<file path="src/logic/axis_cmd_pkg.sv">
// Purpose: Constants and types for the stepper axis manual command block.
// Assumes: APB slave with 32-bit data, one aligned word per register.
// Notes: Offsets, counts and the ctrl, limit and ferr reset values live here; param, home and mask reset to zero in the module.
package axis_cmd_pkg;
  localparam logic [11:0] ADDR_CTRL = 12'h000;
  localparam logic [11:0] ADDR_CMD = 12'h004;
  localparam logic [11:0] ADDR_PARAM = 12'h008;
  localparam logic [11:0] ADDR_HOME = 12'h00c;
  localparam logic [11:0] ADDR_LIMLO = 12'h010;
  localparam logic [11:0] ADDR_LIMHI = 12'h014;
  localparam logic [11:0] ADDR_POS = 12'h018;
  localparam logic [11:0] ADDR_STAT = 12'h01c;
  localparam logic [11:0] ADDR_IRQ = 12'h020;
  localparam logic [11:0] ADDR_MASK = 12'h024;
  localparam logic [11:0] ADDR_FERR = 12'h028;
  // Control register fields.
  localparam int CTRL_MODE_LSB = 0;
  localparam int CTRL_ENABLE = 2;
  localparam int CTRL_AUTO_BRAKE = 3;
  localparam int CTRL_AUTO_BOOST = 4;
  localparam int CTRL_JOG_POS = 5;
  localparam int CTRL_JOG_NEG = 6;
  localparam int CTRL_INC_ENC = 7;
  localparam int CTRL_HOME_EDGE = 8;
  // Command register bits, each a one-shot written as one.
  localparam int CMD_INC_POS = 0;
  localparam int CMD_INC_NEG = 1;
  localparam int CMD_HOME = 2;
  localparam int CMD_FORCE_REF = 3;
  localparam int CMD_BRAKE_ON = 4;
  localparam int CMD_BRAKE_OFF = 5;
  localparam int CMD_BOOST_ON = 6;
  localparam int CMD_BOOST_OFF = 7;
  localparam int CMD_PAUSE = 8;
  localparam int CMD_SYNC = 9;
  localparam int CMD_ACK = 10;
  localparam int CMD_STOP = 11;
  // Interrupt status bits.
  localparam int IRQ_REFUSED = 0;
  localparam int IRQ_HW = 1;
  localparam int IRQ_APP = 2;
  localparam int IRQ_DONE = 3;
  localparam int IRQ_SYNC = 4;
  localparam int IRQ_HOMED = 5;
  localparam int IRQ_W = 6;
  localparam logic [31:0] CTRL_RESET = 32'h0000_0000;
  localparam logic [31:0] FERR_RESET = 32'h0000_0400;
  localparam logic [31:0] LIMLO_RESET = 32'h8000_0000;
  localparam logic [31:0] LIMHI_RESET = 32'h7fff_ffff;
  localparam int STEP_PERIOD_NS = 10000;
  localparam int CLK_PERIOD_NS = 10;
  localparam int STEP_CYCLES = STEP_PERIOD_NS / CLK_PERIOD_NS;

  typedef enum logic [1:0] {
    MODE_OFF = 2'h0,
    MODE_MAN = 2'h1,
    MODE_AUTO = 2'h2,
    MODE_DIR = 2'h3
  } mode_e;

  typedef enum logic [4:0] {
    ST_IDLE = 5'h01,
    ST_JOG = 5'h02,
    ST_TARGET = 5'h04,
    ST_HOME = 5'h08,
    ST_PAUSED = 5'h10
  } motion_e;

  typedef struct packed {
    logic step;
    logic dir;
    logic enable;
    logic brake;
    logic boost;
  } drive_s;

  typedef struct packed {
    logic drive_fault;
    logic encoder_fault;
    logic output_fault;
  } hw_in_s;
endpackage

</file>
<file path="src/logic/stepper_axis_manual_command.sv">
// Purpose: One stepper axis channel: manual, direct and off modes with fault flags.
// Assumes: APB slave, zero wait states; external inputs are asynchronous.
// Notes: Motion is a step pulse generator at a fixed rate, toward a target, toward the home cam or in the jog direction.
//
// The APB slave port and the placing of the registers were chosen for this implementation.
`timescale 1ns/1ps
`default_nettype none
module stepper_axis_manual_command
  import axis_cmd_pkg::*;
#(
  parameter int STEP_DIV = STEP_CYCLES
) (
  input wire logic MCLK_I,
  input wire logic RST_I,
  input wire logic PSEL_I,
  input wire logic PENABLE_I,
  input wire logic PWRITE_I,
  input wire logic [11:0] PADDR_I,
  input wire logic [31:0] PWDATA_I,
  output logic [31:0] PRDATA_O,
  output logic PREADY_O,
  output logic PSLVERR_O,
  input wire logic HOME_CAM_I,
  input wire logic DRIVE_FAULT_I,
  input wire logic ENCODER_FAULT_I,
  input wire logic OUTPUT_FAULT_I,
  input wire logic AUTO_BRAKE_I,
  input wire logic AUTO_BOOST_I,
  output logic STEP_O,
  output logic DIR_O,
  output logic ENABLE_O,
  output logic BRAKE_O,
  output logic BOOST_O,
  output logic EVENT_O,
  output logic IRQ_O
);
  logic [31:0] ctrl, param, home_val, lim_lo, lim_hi, ferr_max, pos, target;
  logic [IRQ_W-1:0] irq_stat, irq_mask, irq_set;
  logic hw_fault, app_fault;
  logic [2:0] sync_home, sync_drv, sync_enc, sync_out, sync_abr, sync_abo;
  hw_in_s hw_in;
  logic cam, abr, abo, abr_d, abo_d;
  motion_e state;
  logic paused_req;
  logic [31:0] div_cnt;
  logic step_tick;
  drive_s drv;
  mode_e mode;
  logic wr, rd, cmd_wr, refuse;
  logic [31:0] cmd;
  logic [31:0] follow_err;

  function automatic logic agree(input logic [2:0] s);
    return s[1] == s[2];
  endfunction

  assign mode = mode_e'(ctrl[CTRL_MODE_LSB +: 2]);
  assign wr = PSEL_I && PENABLE_I && PWRITE_I;
  assign rd = PSEL_I && !PENABLE_I && !PWRITE_I;
  assign cmd_wr = wr && (PADDR_I == ADDR_CMD);
  assign cmd = cmd_wr ? PWDATA_I : 32'h0000_0000;

  // Three-stage synchronisers; a level counts once stages two and three agree.
  always_ff @(posedge MCLK_I or posedge RST_I) begin
    if (RST_I) begin
      sync_home <= 3'h0;
      sync_drv <= 3'h0;
      sync_enc <= 3'h0;
      sync_out <= 3'h0;
      sync_abr <= 3'h0;
      sync_abo <= 3'h0;
    end else begin
      sync_home <= {sync_home[1:0], HOME_CAM_I};
      sync_drv <= {sync_drv[1:0], DRIVE_FAULT_I};
      sync_enc <= {sync_enc[1:0], ENCODER_FAULT_I};
      sync_out <= {sync_out[1:0], OUTPUT_FAULT_I};
      sync_abr <= {sync_abr[1:0], AUTO_BRAKE_I};
      sync_abo <= {sync_abo[1:0], AUTO_BOOST_I};
    end
  end

  always_ff @(posedge MCLK_I or posedge RST_I) begin
    if (RST_I) begin
      cam <= 1'b0;
      hw_in <= '0;
      abr <= 1'b0;
      abo <= 1'b0;
    end else begin
      if (agree(sync_home)) cam <= sync_home[2];
      if (agree(sync_drv)) hw_in.drive_fault <= sync_drv[2];
      if (agree(sync_enc)) hw_in.encoder_fault <= sync_enc[2];
      if (agree(sync_out)) hw_in.output_fault <= sync_out[2];
      if (agree(sync_abr)) abr <= sync_abr[2];
      if (agree(sync_abo)) abo <= sync_abo[2];
    end
  end

  // Configuration registers.
  always_ff @(posedge MCLK_I or posedge RST_I) begin
    if (RST_I) begin
      ctrl <= CTRL_RESET;
      param <= 32'h0000_0000;
      home_val <= 32'h0000_0000;
      lim_lo <= LIMLO_RESET;
      lim_hi <= LIMHI_RESET;
      ferr_max <= FERR_RESET;
      irq_mask <= '0;
    end else if (wr) begin
      if (PADDR_I == ADDR_CTRL) begin
        ctrl <= PWDATA_I;
      end else if (PADDR_I == ADDR_PARAM) begin
        param <= PWDATA_I;
      end else if (PADDR_I == ADDR_HOME) begin
        home_val <= PWDATA_I;
      end else if (PADDR_I == ADDR_LIMLO) begin
        lim_lo <= PWDATA_I;
      end else if (PADDR_I == ADDR_LIMHI) begin
        lim_hi <= PWDATA_I;
      end else if (PADDR_I == ADDR_FERR) begin
        ferr_max <= PWDATA_I;
      end else if (PADDR_I == ADDR_MASK) begin
        irq_mask <= PWDATA_I[IRQ_W-1:0];
      end
    end
  end

  // APB read data is registered in the setup cycle, so no wait states are needed.
  always_ff @(posedge MCLK_I or posedge RST_I) begin
    if (RST_I) begin
      PRDATA_O <= 32'h0000_0000;
      PREADY_O <= 1'b0;
      PSLVERR_O <= 1'b0;
    end else begin
      PREADY_O <= PSEL_I && !PENABLE_I;
      PSLVERR_O <= PSEL_I && !PENABLE_I && (PADDR_I > ADDR_FERR || PADDR_I[1:0] != 2'h0);
      if (rd) begin
        if (PADDR_I == ADDR_CTRL) begin
          PRDATA_O <= ctrl;
        end else if (PADDR_I == ADDR_PARAM) begin
          PRDATA_O <= param;
        end else if (PADDR_I == ADDR_HOME) begin
          PRDATA_O <= home_val;
        end else if (PADDR_I == ADDR_LIMLO) begin
          PRDATA_O <= lim_lo;
        end else if (PADDR_I == ADDR_LIMHI) begin
          PRDATA_O <= lim_hi;
        end else if (PADDR_I == ADDR_POS) begin
          PRDATA_O <= pos;
        end else if (PADDR_I == ADDR_STAT) begin
          PRDATA_O <= {23'h0, state == ST_IDLE, paused_req, app_fault, hw_fault, state};
        end else if (PADDR_I == ADDR_IRQ) begin
          PRDATA_O <= {{(32-IRQ_W){1'b0}}, irq_stat};
        end else if (PADDR_I == ADDR_MASK) begin
          PRDATA_O <= {{(32-IRQ_W){1'b0}}, irq_mask};
        end else if (PADDR_I == ADDR_FERR) begin
          PRDATA_O <= ferr_max;
        end else begin
          PRDATA_O <= 32'h0000_0000;
        end
      end
    end
  end

  // Step rate divider.
  always_ff @(posedge MCLK_I or posedge RST_I) begin
    if (RST_I) begin
      div_cnt <= 32'h0;
      step_tick <= 1'b0;
    end else begin
      step_tick <= (div_cnt == 32'(STEP_DIV - 1));
      div_cnt <= (div_cnt == 32'(STEP_DIV - 1)) ? 32'h0 : div_cnt + 32'h1;
    end
  end

  // Refusal: motion only in manual mode, except the direct setpoint in direct mode.
  always_comb begin
    refuse = 1'b0;
    if (cmd_wr) begin
      if ((cmd[CMD_INC_POS] || cmd[CMD_INC_NEG] || cmd[CMD_HOME] || cmd[CMD_FORCE_REF])
          && (mode != MODE_MAN || state != ST_IDLE || hw_fault)) begin
        refuse = 1'b1;
      end
      if (cmd[CMD_FORCE_REF] && !ctrl[CTRL_INC_ENC]) begin
        refuse = 1'b1;
      end
    end
  end

  assign follow_err = (target > pos) ? target - pos : pos - target;

  // Motion sequencer.
  always_ff @(posedge MCLK_I or posedge RST_I) begin
    if (RST_I) begin
      state <= ST_IDLE;
      pos <= 32'h0;
      target <= 32'h0;
      paused_req <= 1'b0;
      drv.step <= 1'b0;
      drv.dir <= 1'b0;
    end else begin
      drv.step <= 1'b0;
      if (cmd[CMD_PAUSE]) paused_req <= 1'b1;
      case (state)
        ST_IDLE: begin
          if (mode == MODE_MAN && !hw_fault) begin
            // Jog ignores soft limits so the axis can be driven back after ack.
            if (ctrl[CTRL_JOG_POS] ^ ctrl[CTRL_JOG_NEG]) begin
              state <= ST_JOG;
              drv.dir <= ctrl[CTRL_JOG_POS];
            end else if (!refuse && cmd[CMD_INC_POS]) begin
              target <= pos + param;
              drv.dir <= 1'b1;
              state <= ST_TARGET;
            end else if (!refuse && cmd[CMD_INC_NEG]) begin
              target <= pos - param;
              drv.dir <= 1'b0;
              state <= ST_TARGET;
            end else if (!refuse && cmd[CMD_HOME]) begin
              drv.dir <= ctrl[CTRL_HOME_EDGE];
              state <= ST_HOME;
            end else if (!refuse && cmd[CMD_FORCE_REF]) begin
              pos <= param;
              target <= param;
            end
          end else if (mode == MODE_DIR && !hw_fault && param != pos) begin
            target <= param;
            drv.dir <= $signed(param) > $signed(pos);
            state <= ST_TARGET;
          end
        end
        ST_JOG: begin
          if (!(ctrl[CTRL_JOG_POS] ^ ctrl[CTRL_JOG_NEG]) || mode != MODE_MAN || hw_fault
              || cmd[CMD_STOP]) begin
            state <= ST_IDLE;
          end else if (step_tick) begin
            drv.step <= 1'b1;
            pos <= drv.dir ? pos + 32'h1 : pos - 32'h1;
          end
        end
        ST_TARGET: begin
          if (pos == target || hw_fault || cmd[CMD_STOP] || mode == MODE_OFF) begin
            state <= (paused_req && pos == target) ? ST_PAUSED : ST_IDLE;
          end else if (step_tick) begin
            drv.step <= 1'b1;
            pos <= drv.dir ? pos + 32'h1 : pos - 32'h1;
          end
        end
        ST_HOME: begin
          if (cam) begin
            pos <= home_val;
            target <= home_val;
            state <= paused_req ? ST_PAUSED : ST_IDLE;
          end else if (hw_fault || cmd[CMD_STOP] || mode != MODE_MAN) begin
            state <= ST_IDLE;
          end else if (step_tick) begin
            drv.step <= 1'b1;
            pos <= drv.dir ? pos + 32'h1 : pos - 32'h1;
          end
        end
        ST_PAUSED: begin
          // A pause written in this very cycle stays pending for the next move.
          paused_req <= cmd[CMD_PAUSE];
          state <= ST_IDLE;
        end
        default: state <= ST_IDLE;
      endcase
    end
  end

  // Fault flags; acknowledge only drops a flag whose cause is gone, but in off mode it always drops app_fault.
  always_ff @(posedge MCLK_I or posedge RST_I) begin
    if (RST_I) begin
      hw_fault <= 1'b0;
      app_fault <= 1'b0;
    end else if (mode == MODE_OFF) begin
      app_fault <= app_fault && !(cmd[CMD_ACK]);
      hw_fault <= (hw_in != '0) || (hw_fault && !cmd[CMD_ACK]);
    end else begin
      hw_fault <= (hw_in != '0) || (hw_fault && !cmd[CMD_ACK]);
      // Soft limits are supervised in every state except jog, so never while jogging.
      app_fault <= (state != ST_JOG && ($signed(pos) > $signed(lim_hi)
                    || $signed(pos) < $signed(lim_lo)))
                   || (state == ST_TARGET && follow_err > ferr_max && mode == MODE_DIR)
                   || (app_fault && !cmd[CMD_ACK]);
    end
  end

  // Brake and boost take whichever edge, manual or automatic, came last.
  always_ff @(posedge MCLK_I or posedge RST_I) begin
    if (RST_I) begin
      drv.brake <= 1'b0;
      drv.boost <= 1'b0;
      abr_d <= 1'b0;
      abo_d <= 1'b0;
    end else begin
      abr_d <= abr;
      abo_d <= abo;
      if (cmd[CMD_BRAKE_ON]) drv.brake <= 1'b1;
      else if (cmd[CMD_BRAKE_OFF]) drv.brake <= 1'b0;
      else if (ctrl[CTRL_AUTO_BRAKE] && abr != abr_d) drv.brake <= abr;
      if (cmd[CMD_BOOST_ON]) drv.boost <= 1'b1;
      else if (cmd[CMD_BOOST_OFF]) drv.boost <= 1'b0;
      else if (ctrl[CTRL_AUTO_BOOST] && abo != abo_d) drv.boost <= abo;
    end
  end

  always_ff @(posedge MCLK_I or posedge RST_I) begin
    if (RST_I) begin
      drv.enable <= 1'b0;
    end else begin
      drv.enable <= ctrl[CTRL_ENABLE];
    end
  end

  // Interrupt status: set wins over a write-one clear in the same cycle.
  always_comb begin
    irq_set = '0;
    irq_set[IRQ_REFUSED] = refuse;
    irq_set[IRQ_HW] = hw_in != '0;
    irq_set[IRQ_APP] = app_fault;
    irq_set[IRQ_DONE] = (state == ST_TARGET) && (pos == target);
    irq_set[IRQ_SYNC] = cmd[CMD_SYNC];
    irq_set[IRQ_HOMED] = (state == ST_HOME) && cam;
  end

  always_ff @(posedge MCLK_I or posedge RST_I) begin
    if (RST_I) begin
      irq_stat <= '0;
    end else begin
      irq_stat <= irq_set | (irq_stat & ~((wr && PADDR_I == ADDR_IRQ) ?
                                        PWDATA_I[IRQ_W-1:0] : '0));
    end
  end

  always_ff @(posedge MCLK_I or posedge RST_I) begin
    if (RST_I) begin
      STEP_O <= 1'b0;
      DIR_O <= 1'b0;
      ENABLE_O <= 1'b0;
      BRAKE_O <= 1'b0;
      BOOST_O <= 1'b0;
      EVENT_O <= 1'b0;
      IRQ_O <= 1'b0;
    end else begin
      STEP_O <= drv.step;
      DIR_O <= drv.dir;
      ENABLE_O <= drv.enable;
      BRAKE_O <= drv.brake;
      BOOST_O <= drv.boost;
      EVENT_O <= cmd[CMD_SYNC];
      IRQ_O <= |(irq_stat & irq_mask);
    end
  end
endmodule
`default_nettype wire

</file>
<file path="config.mk">
export PLATFORM = sky130hd
export DESIGN_NAME = stepper_axis_manual_command
export DESIGN_NICKNAME = d
export VERILOG_FILES = /design/src/logic/axis_cmd_pkg.sv /design/src/logic/stepper_axis_manual_command.sv
export SDC_FILE = /design/constraint.sdc
export NUM_CORES = 1
export LEC_CHECK = 0
export BUFFER_PORTS_ARGS = -buffer_cell sky130_fd_sc_hd__buf_2
export CAP_MARGIN = 20
export CORE_MARGIN = 2
export CORE_UTILIZATION = 50
export DETAILED_ROUTE_END_ITERATION = 16
export HOLD_SLACK_MARGIN = 0.05
export PLACE_DENSITY = 0.69
export SLEW_MARGIN = 20
export SYNTH_ARGS = -nofsm -noshare
export SYNTH_HDL_FRONTEND = slang
export SYNTH_SLANG_ARGS = --single-unit
</file>
<file path="constraint.sdc">
create_clock -name MCLK_I -period 10.52 [get_ports MCLK_I]
set_clock_uncertainty 0.05 [all_clocks]
set_input_delay 0 -clock MCLK_I [delete_from_list [all_inputs] [get_ports MCLK_I]]
set_output_delay 0 -clock MCLK_I [all_outputs]
set_load 0.01 [all_outputs]
</file>
==> results of run 1 <==
## cells in the final DEF (no fill, tap or decap), drive strengths merged, types with 24 or more instances in the layout
cell and n:
dfrtp 347, ha 283, inv 255, a21oi 225
nand2 214, nor2 200, o21ai 184, mux2 172
buf 153, a21o 133, a22oi 81, xnor2 68
a31oi 66, clkbuf 65, nand3 56, dlygate4sd3 56
nor3 48, nand4 47, o21bai 41, a211oi 38
a222oi 36, dfstp 34, xor2 32, o211ai 31
a221oi 31, nor2b 29, o31ai 24
## synth_stat cells, types with 7 or more instances
cell type,count
nor2b_1,29
mux2i_1,20
nand3_1,56
o211ai_1,30
nor4_1,16
a21oi_1,224
and4_1,10
a211o_1,11
o21a_1,23
nand2b_1,23
a222oi_1,36
o31ai_1,23
nor2_1,197
nand2_1,211
o21ai_0,175
ha_1,283
mux2_2,172
a22o_1,19
o22ai_1,16
o21ai_1,7
a211oi_1,37
a22oi_1,81
and3_1,19
xnor2_1,68
nand4_1,47
inv_1,252
xor2_1,32
buf_2,45
dfrtp_1,347
clkbuf_1,91
or2_2,9
or3_1,12
o21bai_1,41
a2111oi_0,10
and2_1,8
a21o_1,133
o221ai_1,8
a221oi_1,28
buf_1,18
a31oi_1,65
dfstp_2,34
nor3_1,48
## kinds of logic after synthesis
group | after synthesis | synth area share [%]
DFF | 381 | 33.3
muxes | 192 | 7.44
and+or+nand+nor | 723 | 12.2
buffers and inverters | 417 | 5.75
AOI/OAI and AO/OA | 1054 | 25.3
xor gates and xnor gates | 100 | 3.05
adders and majority gates | 294 | 12.9
## path summary, 6_finish.rpt
check	from	endpoint	cells past startpoint	slack, ns
max reg2reg	pos[1]	app_fault	23	3.95
min in group MCLK_I	PADDR_I[5]	irq_stat[5]	5	0.14
min reg2reg	sync_out[0]	sync_out[1]	0	0.30
max	pos[1]	app_fault	23	3.95
max in group asynchronous	RST_I	home_val[29]	5	8.64
min	RST_I	div_cnt[17]	4	0.09
## sequential cells by signal, indices dropped and copies added (netlist names), 32 cells and up
signal    cells
PRDATA_O     32
ctrl         32
div_cnt      32
ferr_max     32
home_val     32
lim_hi       32
lim_lo       32
param        32
pos          32
target       32
## cell type report
cell class	instances	share of cell area, %
inverter	253	2.97
multi-input combinational	2363	54.8
tap	756	2.95
sequential	381	29.9
clock inverter	17	0.816
timing repair buffer	209	4.66
clock buffer	65	3.96
## metrics by stage
step / hold WS, ns / utilization, % / area [µm²] / power (µW)
final: 0.0880 / 56.6 / 32100 / 3260
after global placement: 0.0618 / 52.9 / 30000 / 1610
after floorplan: -0.0186 / - / 28700 / 1560
after global routing: 0.174 / 56.6 / 32100 / 3340
after CTS: 0.105 / 56.6 / 32100 / 3270
after detailed placement: 0.0623 / 52.9 / 30000 / 1620
## repair_timing
action	CTS	global route
hold buffers	56	0
gates resized for setup	0	0
hold endpoints to repair	378	0
## layer usage
metal	GRT usage (%)	wire (µm)	vias to the layer above
li1	-	-	11816
met1	56.6	50900	13472
met3	11.0	13800	293
met5	0	0	-
met2	57.1	49600	1664
met4	17.4	5910	0
## power by group
part	switching [µW]	total, µW	internal, µW	leakage [µW]
Sequential	9.09	1490	1480	0.00476
Clock	701	1650	949	0.000734
Combinational	81.9	120	38.1	0.00927
## worst reg2reg max path, cell delays in order (launching register included)
cell       delay [ns]
dfrtp_1          0.59
inv_1            0.29
fa_1             0.52
a211oi_1         0.50
o211ai_1         0.19
nand2_1          0.14
o21ai_2          0.10
a211o_1          0.35
nand2_1          0.51
mux2_2           0.45
o31ai_1          0.39
a21oi_1          0.16
xnor2_1          0.16
ha_1             0.30
nand4_1          0.11
nor2_1           0.11
nand3_1          0.11
nor3_1           0.47
nand3_1          0.18
a21oi_1          0.15
o31ai_1          0.09
a2111oi_0        0.37
a21oi_1          0.08
o31ai_1          0.09
==> results.md, run 1 <==
* Outcome: finished clean
* Worst EP arrival at 7.03 ns
* Die span in x at 244 µm
* Hold Vio Cnt, Final at 0
* FF+latch count, synth at 381
* GPL Wtd Cong at 1.10
* Asr flop ratio synth at 100%
* Clk_lat worst skew at 0.63 ns
* Max incr delay on CP at 0.59 ns
* Max Cap Violations at 0
* Die ar. at 59400 µm²
* Placed cell count at 3905
* CTS tree: built
* Worst slew margin at 25.1%
* Leakage at 0.0148 µW
* CTS root buf: clkbuf_16
* Ys flop type: dfrtp_1
* Pwr dens at 102 nW/µm²
* Setup ws final at 3.95 ns
* Initial DRC Count at 3769
* Pin count of the biggest net entering global routing at 159
* # setup viols final at 0
* Core Footprint at 56600 µm²
* Critical-path top delay cell: dfrtp_1
* Post-CTS setup buffer count at 0
* RSZ-0062 raised after global routing: no
* Remaining Overflow, GRT at 0
* Cell family with most CP delay: compound AO/OA/AOI/OAI gates
* Initial antenna violation count at 1
* Post-Syn Area per Cell at 9.09 µm²
* CP Max Fanout at 12
* Top-area cell type share of the netlist area at 30.2%
* Via Count at 27245
* Max Clk Rate at 152 MHz
* Number of CTS-inserted buffers at 44
* First-pass GRT wire length at 177000 µm
* Max VDD drop at 0.000162 V
* Clock sink count at 381
* # port buffers at 95
* Cells after synthesis at 3161
* ANT nets after route at 0
* # fillers at 5050
* Chip height at 244 µm
* Post-synth EDFFs at 0
* Vias per cell at 6.74
* Pre-Repair DR Iteration Count at 7
* Final Cycle Share at 62.4%
* Dpl hpwl at 89100 µm
* All-Layer GR Usage at 40.0%
* Final nets at 3595
* Worst Setup End Kind: register
* Synth top area cells: dfrtp_1 30%, ha_1 12%, mux2_2 6.7%
* WP buf/inv at 1
* Vias in the first global route at 26299
* Worst Tran Pin Value at 1.12 ns
* I/O pin cnt at 96
* Pre-CTS WS at 4.16 ns
* Ys Warns at 0
* Share of layout cells above drive strength 1 at 15.2%
* Reg area at 9580 µm²
* Initial core utilization at 50.7%
* DRC at 0
* Avg WL per Cell at 29.7 µm
* # diodes at 0
* Footprint of the multi-input gates at 17600 µm²
* CP startpoint kind: register
* Final slew viol count at 0
* H-tree depth at 2
* Critical Path RT at 10.98 ns
* WL final at 120000 µm
* P&R area growth vs syn at 11.6%
* Yosys top cell by area: dfrtp_1
* Critical path, cell by cell: inv_1 -> fa_1 -> a211oi_1 -> o211ai_1 -> nand2_1 -> o21ai_2 -> a211o_1 -> nand2_1 -> mux2_2 -> o31ai_1 -> a21oi_1 -> xnor2_1 -> ha_1 -> nand4_1 -> nor2_1 -> nand3_1 -> nor3_1 -> nand3_1 -> a21oi_1 -> o31ai_1 -> a2111oi_0 -> a21oi_1 -> o31ai_1
* Final std cells w/o fill at 4044
* Crit path time final at 6.57 ns
* Syn Std Cell Area at 28700 µm²
* Setup CP Type: reg2reg
* Mapped Nets at 3504
* Worst-path clk slew at 0.06 ns
* Rows at 87
* Clock buffer depth at 3
* Seq/Total Area, Yosys at 33.3%
* Kind of path behind the tightest hold check: in2async
* Setup TNS Final at 0 ns
* Yosys cell types at 109
Note: power is estimated with default switching activity, not from simulation.
==> inputs of run 2 (changes only) <==
--- a/config.mk
+++ b/config.mk
@@ -11,7 +11,7 @@
 export CORE_UTILIZATION = 50
 export DETAILED_ROUTE_END_ITERATION = 16
 export HOLD_SLACK_MARGIN = 0.05
-export PLACE_DENSITY = 0.69
+export PLACE_DENSITY = 0.66
 export SLEW_MARGIN = 20
 export SYNTH_ARGS = -nofsm -noshare
 export SYNTH_HDL_FRONTEND = slang
==> constraint.sdc (replaced) <==
create_clock -name MCLK_I -period 6.18 [get_ports MCLK_I]
set_clock_uncertainty 0.05 [all_clocks]
set_input_delay 0 -clock MCLK_I [delete_from_list [all_inputs] [get_ports MCLK_I]]
set_output_delay 0 -clock MCLK_I [all_outputs]
set_load 0.01 [all_outputs]
==> run 2 against run 1 <==
Global-route usage grew 0.22 points. Via count increased by 1.8%. Register-to-register slack worse by 3.5 ns. First-iteration DRC count grew 4.3%. Die area stayed put. Sequential power increased by 70%. Sequential share of layout area is 0.23 points lower. Critical path depth rose by 1. Utilization up 0.44 points. Cell count is 0.72% higher. Critical endpoint unchanged. Largest cell class unchanged. Highest routed layer is now met5.
==> results.md, run 2 (synthesis gave the netlist of run 1 again) <==
* Hold Vio Cnt, Final at 0
* WL final at 121000 µm
* Worst Setup End Kind: register
* Critical-path top delay cell: o41ai_2
* Die ar. at 59400 µm²
* Vias in the first global route at 26536
* Final slew viol count at 0
* Max Cap Violations at 0
* Outcome: finished clean
* CP startpoint kind: register
* Most frequent cells in the layout: 347 x dfrtp_1, 283 x ha_1, 251 x inv_1
* Worst EP arrival at 6.22 ns
* Clock sink count at 381
* P&R area growth vs syn at 12.5%
* Pwr dens at 175 nW/µm²
* Post-CTS Hold Buffers at 54
* Core Footprint at 56600 µm²
* Met2 Track Usage GR at 55.2%
* Number of CTS-inserted buffers at 46
* Initial core utilization at 50.7%
* Avg WL per Cell at 29.8 µm
* Post-CTS setup buffer count at 0
* Die span in x at 244 µm
* RSZ-0062 raised after global routing: no
* Setup CP Type: reg2reg
* Remaining Overflow, GRT at 0
* Via Count at 27740
* Initial DRC Count at 3930
* # setup viols final at 0
* Worst slew margin at 21.1%
* Kind of path behind the tightest hold check: in2reg
* Global route hottest layer: met1
* Max Clk Rate at 173 MHz
* Crit path time final at 5.77 ns
* # port buffers at 95
* Worst Tran Pin Value at 1.15 ns
* Final instance area at 32300 µm²
* First-pass GRT wire length at 178000 µm
* Setup TNS Final at 0 ns
* Max incr delay on CP at 0.63 ns
* Clk_lat worst skew at 0.62 ns
* Chip height at 244 µm
* H-tree depth at 2
* I/O pin cnt at 96
* All-Layer GR Usage at 40.2%
* Post-Route Utilization at 57.1%
* # fillers at 5133
* CTS root buf: clkbuf_16
* CP Max Fanout at 9
* Rows at 87
* Vias per cell at 6.81
* Placed cell area at 30100 µm²
* Worst-path clk slew at 0.06 ns
* GR Util met3 at 11.8%
* Critical Path RT at 6.63 ns
* Hold Slack at 0.0846 ns
* Post_cts resized at 0
* Met1 usage at 60.0%
* Final nets at 3620
* Final Cycle Share at 93.4%
* Overall power at 5640 µW
* Pin count of the biggest net entering global routing at 166
* Critical path, cell by cell: inv_1 -> ha_1 -> inv_1 -> fa_1 -> a211oi_1 -> o211ai_1 -> nand2_1 -> o21ai_2 -> a211o_1 -> nand2_1 -> mux2i_1 -> o41ai_2 -> xnor2_1 -> ha_1 -> nand4_1 -> nor2_1 -> nand3_1 -> nor3_1 -> nand3_1 -> a21oi_1 -> o31ai_1 -> a2111oi_0 -> a21oi_1 -> o31ai_1
* Share of layout cells above drive strength 1 at 16.0%
* Leakage at 0.0149 µW
* Clock buffer depth at 3
* Pre-Repair DR Iteration Count at 9
* Dpl hpwl at 90400 µm
* GPL Wtd Cong at 1.02
* Commonest non-fill, non-tap cell in the layout: dfrtp_1
* Max VDD drop at 0.000247 V
* ANT nets after route at 0
* CTS tree: built
* Initial antenna violation count at 7
* DRC at 0
==> run 2: worst max-delay path, delay by kind of cell (launching register included) <==
family | cells | cell delay [ns]
muxes | 1 | 0.25
AOI/OAI and AO/OA | 10 | 2.46
buffers and inverters | 2 | 0.14
adders and majority gates | 3 | 0.94
xor gates and xnor gates | 1 | 0.13
DFF | 1 | 0.38
and+or+nand+nor | 7 | 1.31
==> run 2: area by class of cell <==
type / instances / area (µm²) / area share [%]
inverters: 253 / 953 / 2.95
well taps: 756 / 946 / 2.93
repair buffers: 232 / 1660 / 5.15
clock buffers: 66 / 1350 / 4.17
clock inverters: 19 / 264 / 0.817
flip-flops and latches: 381 / 9580 / 29.6
diodes: 3 / 7.51 / 0.0232
multi-input cells: 2363 / 17600 / 54.3
==> run 2: final timing paths <==
path	startpoint	end	slack (ns)	depth (start not counted)
min in group asynchronous	RST_I	pos[11]	0.51	4
min	PADDR_I[5]	irq_stat[4]	0.08	5
max	target[0]	app_fault	0.41	24
max reg2reg	target[0]	app_fault	0.41	24
max in group asynchronous	RST_I	home_val[26]	4.24	5
min reg2reg	sync_home[0]	sync_home[1]	0.30	0
==> run 2: per-stage QoR <==
step / worst slack [ns] / std cells
2_1_floorplan: 1.04 / 3161
6_report: 0.408 / 4073
3_3_place_gp: 0.655 / 3931
3_5_place_dp: 0.613 / 3931
5_1_grt: 0.0349 / 4070
4_1_cts: 0.559 / 4070
==> run 2: per-layer routing <==
layer | routed length, µm | up-vias
li1 | - | 11901
met1 | 52600 | 13734
met2 | 48100 | 1828
met3 | 16200 | 267
met4 | 4180 | 10
met5 | 180 | -
==> run 2: power by group <==
part / internal [µW] / switching (µW) / total (µW)
logic: 63.9 / 140 / 204
registers: 2520 / 15.2 / 2530
clock network: 1700 / 1200 / 2900
total: 4280 / 1360 / 5640
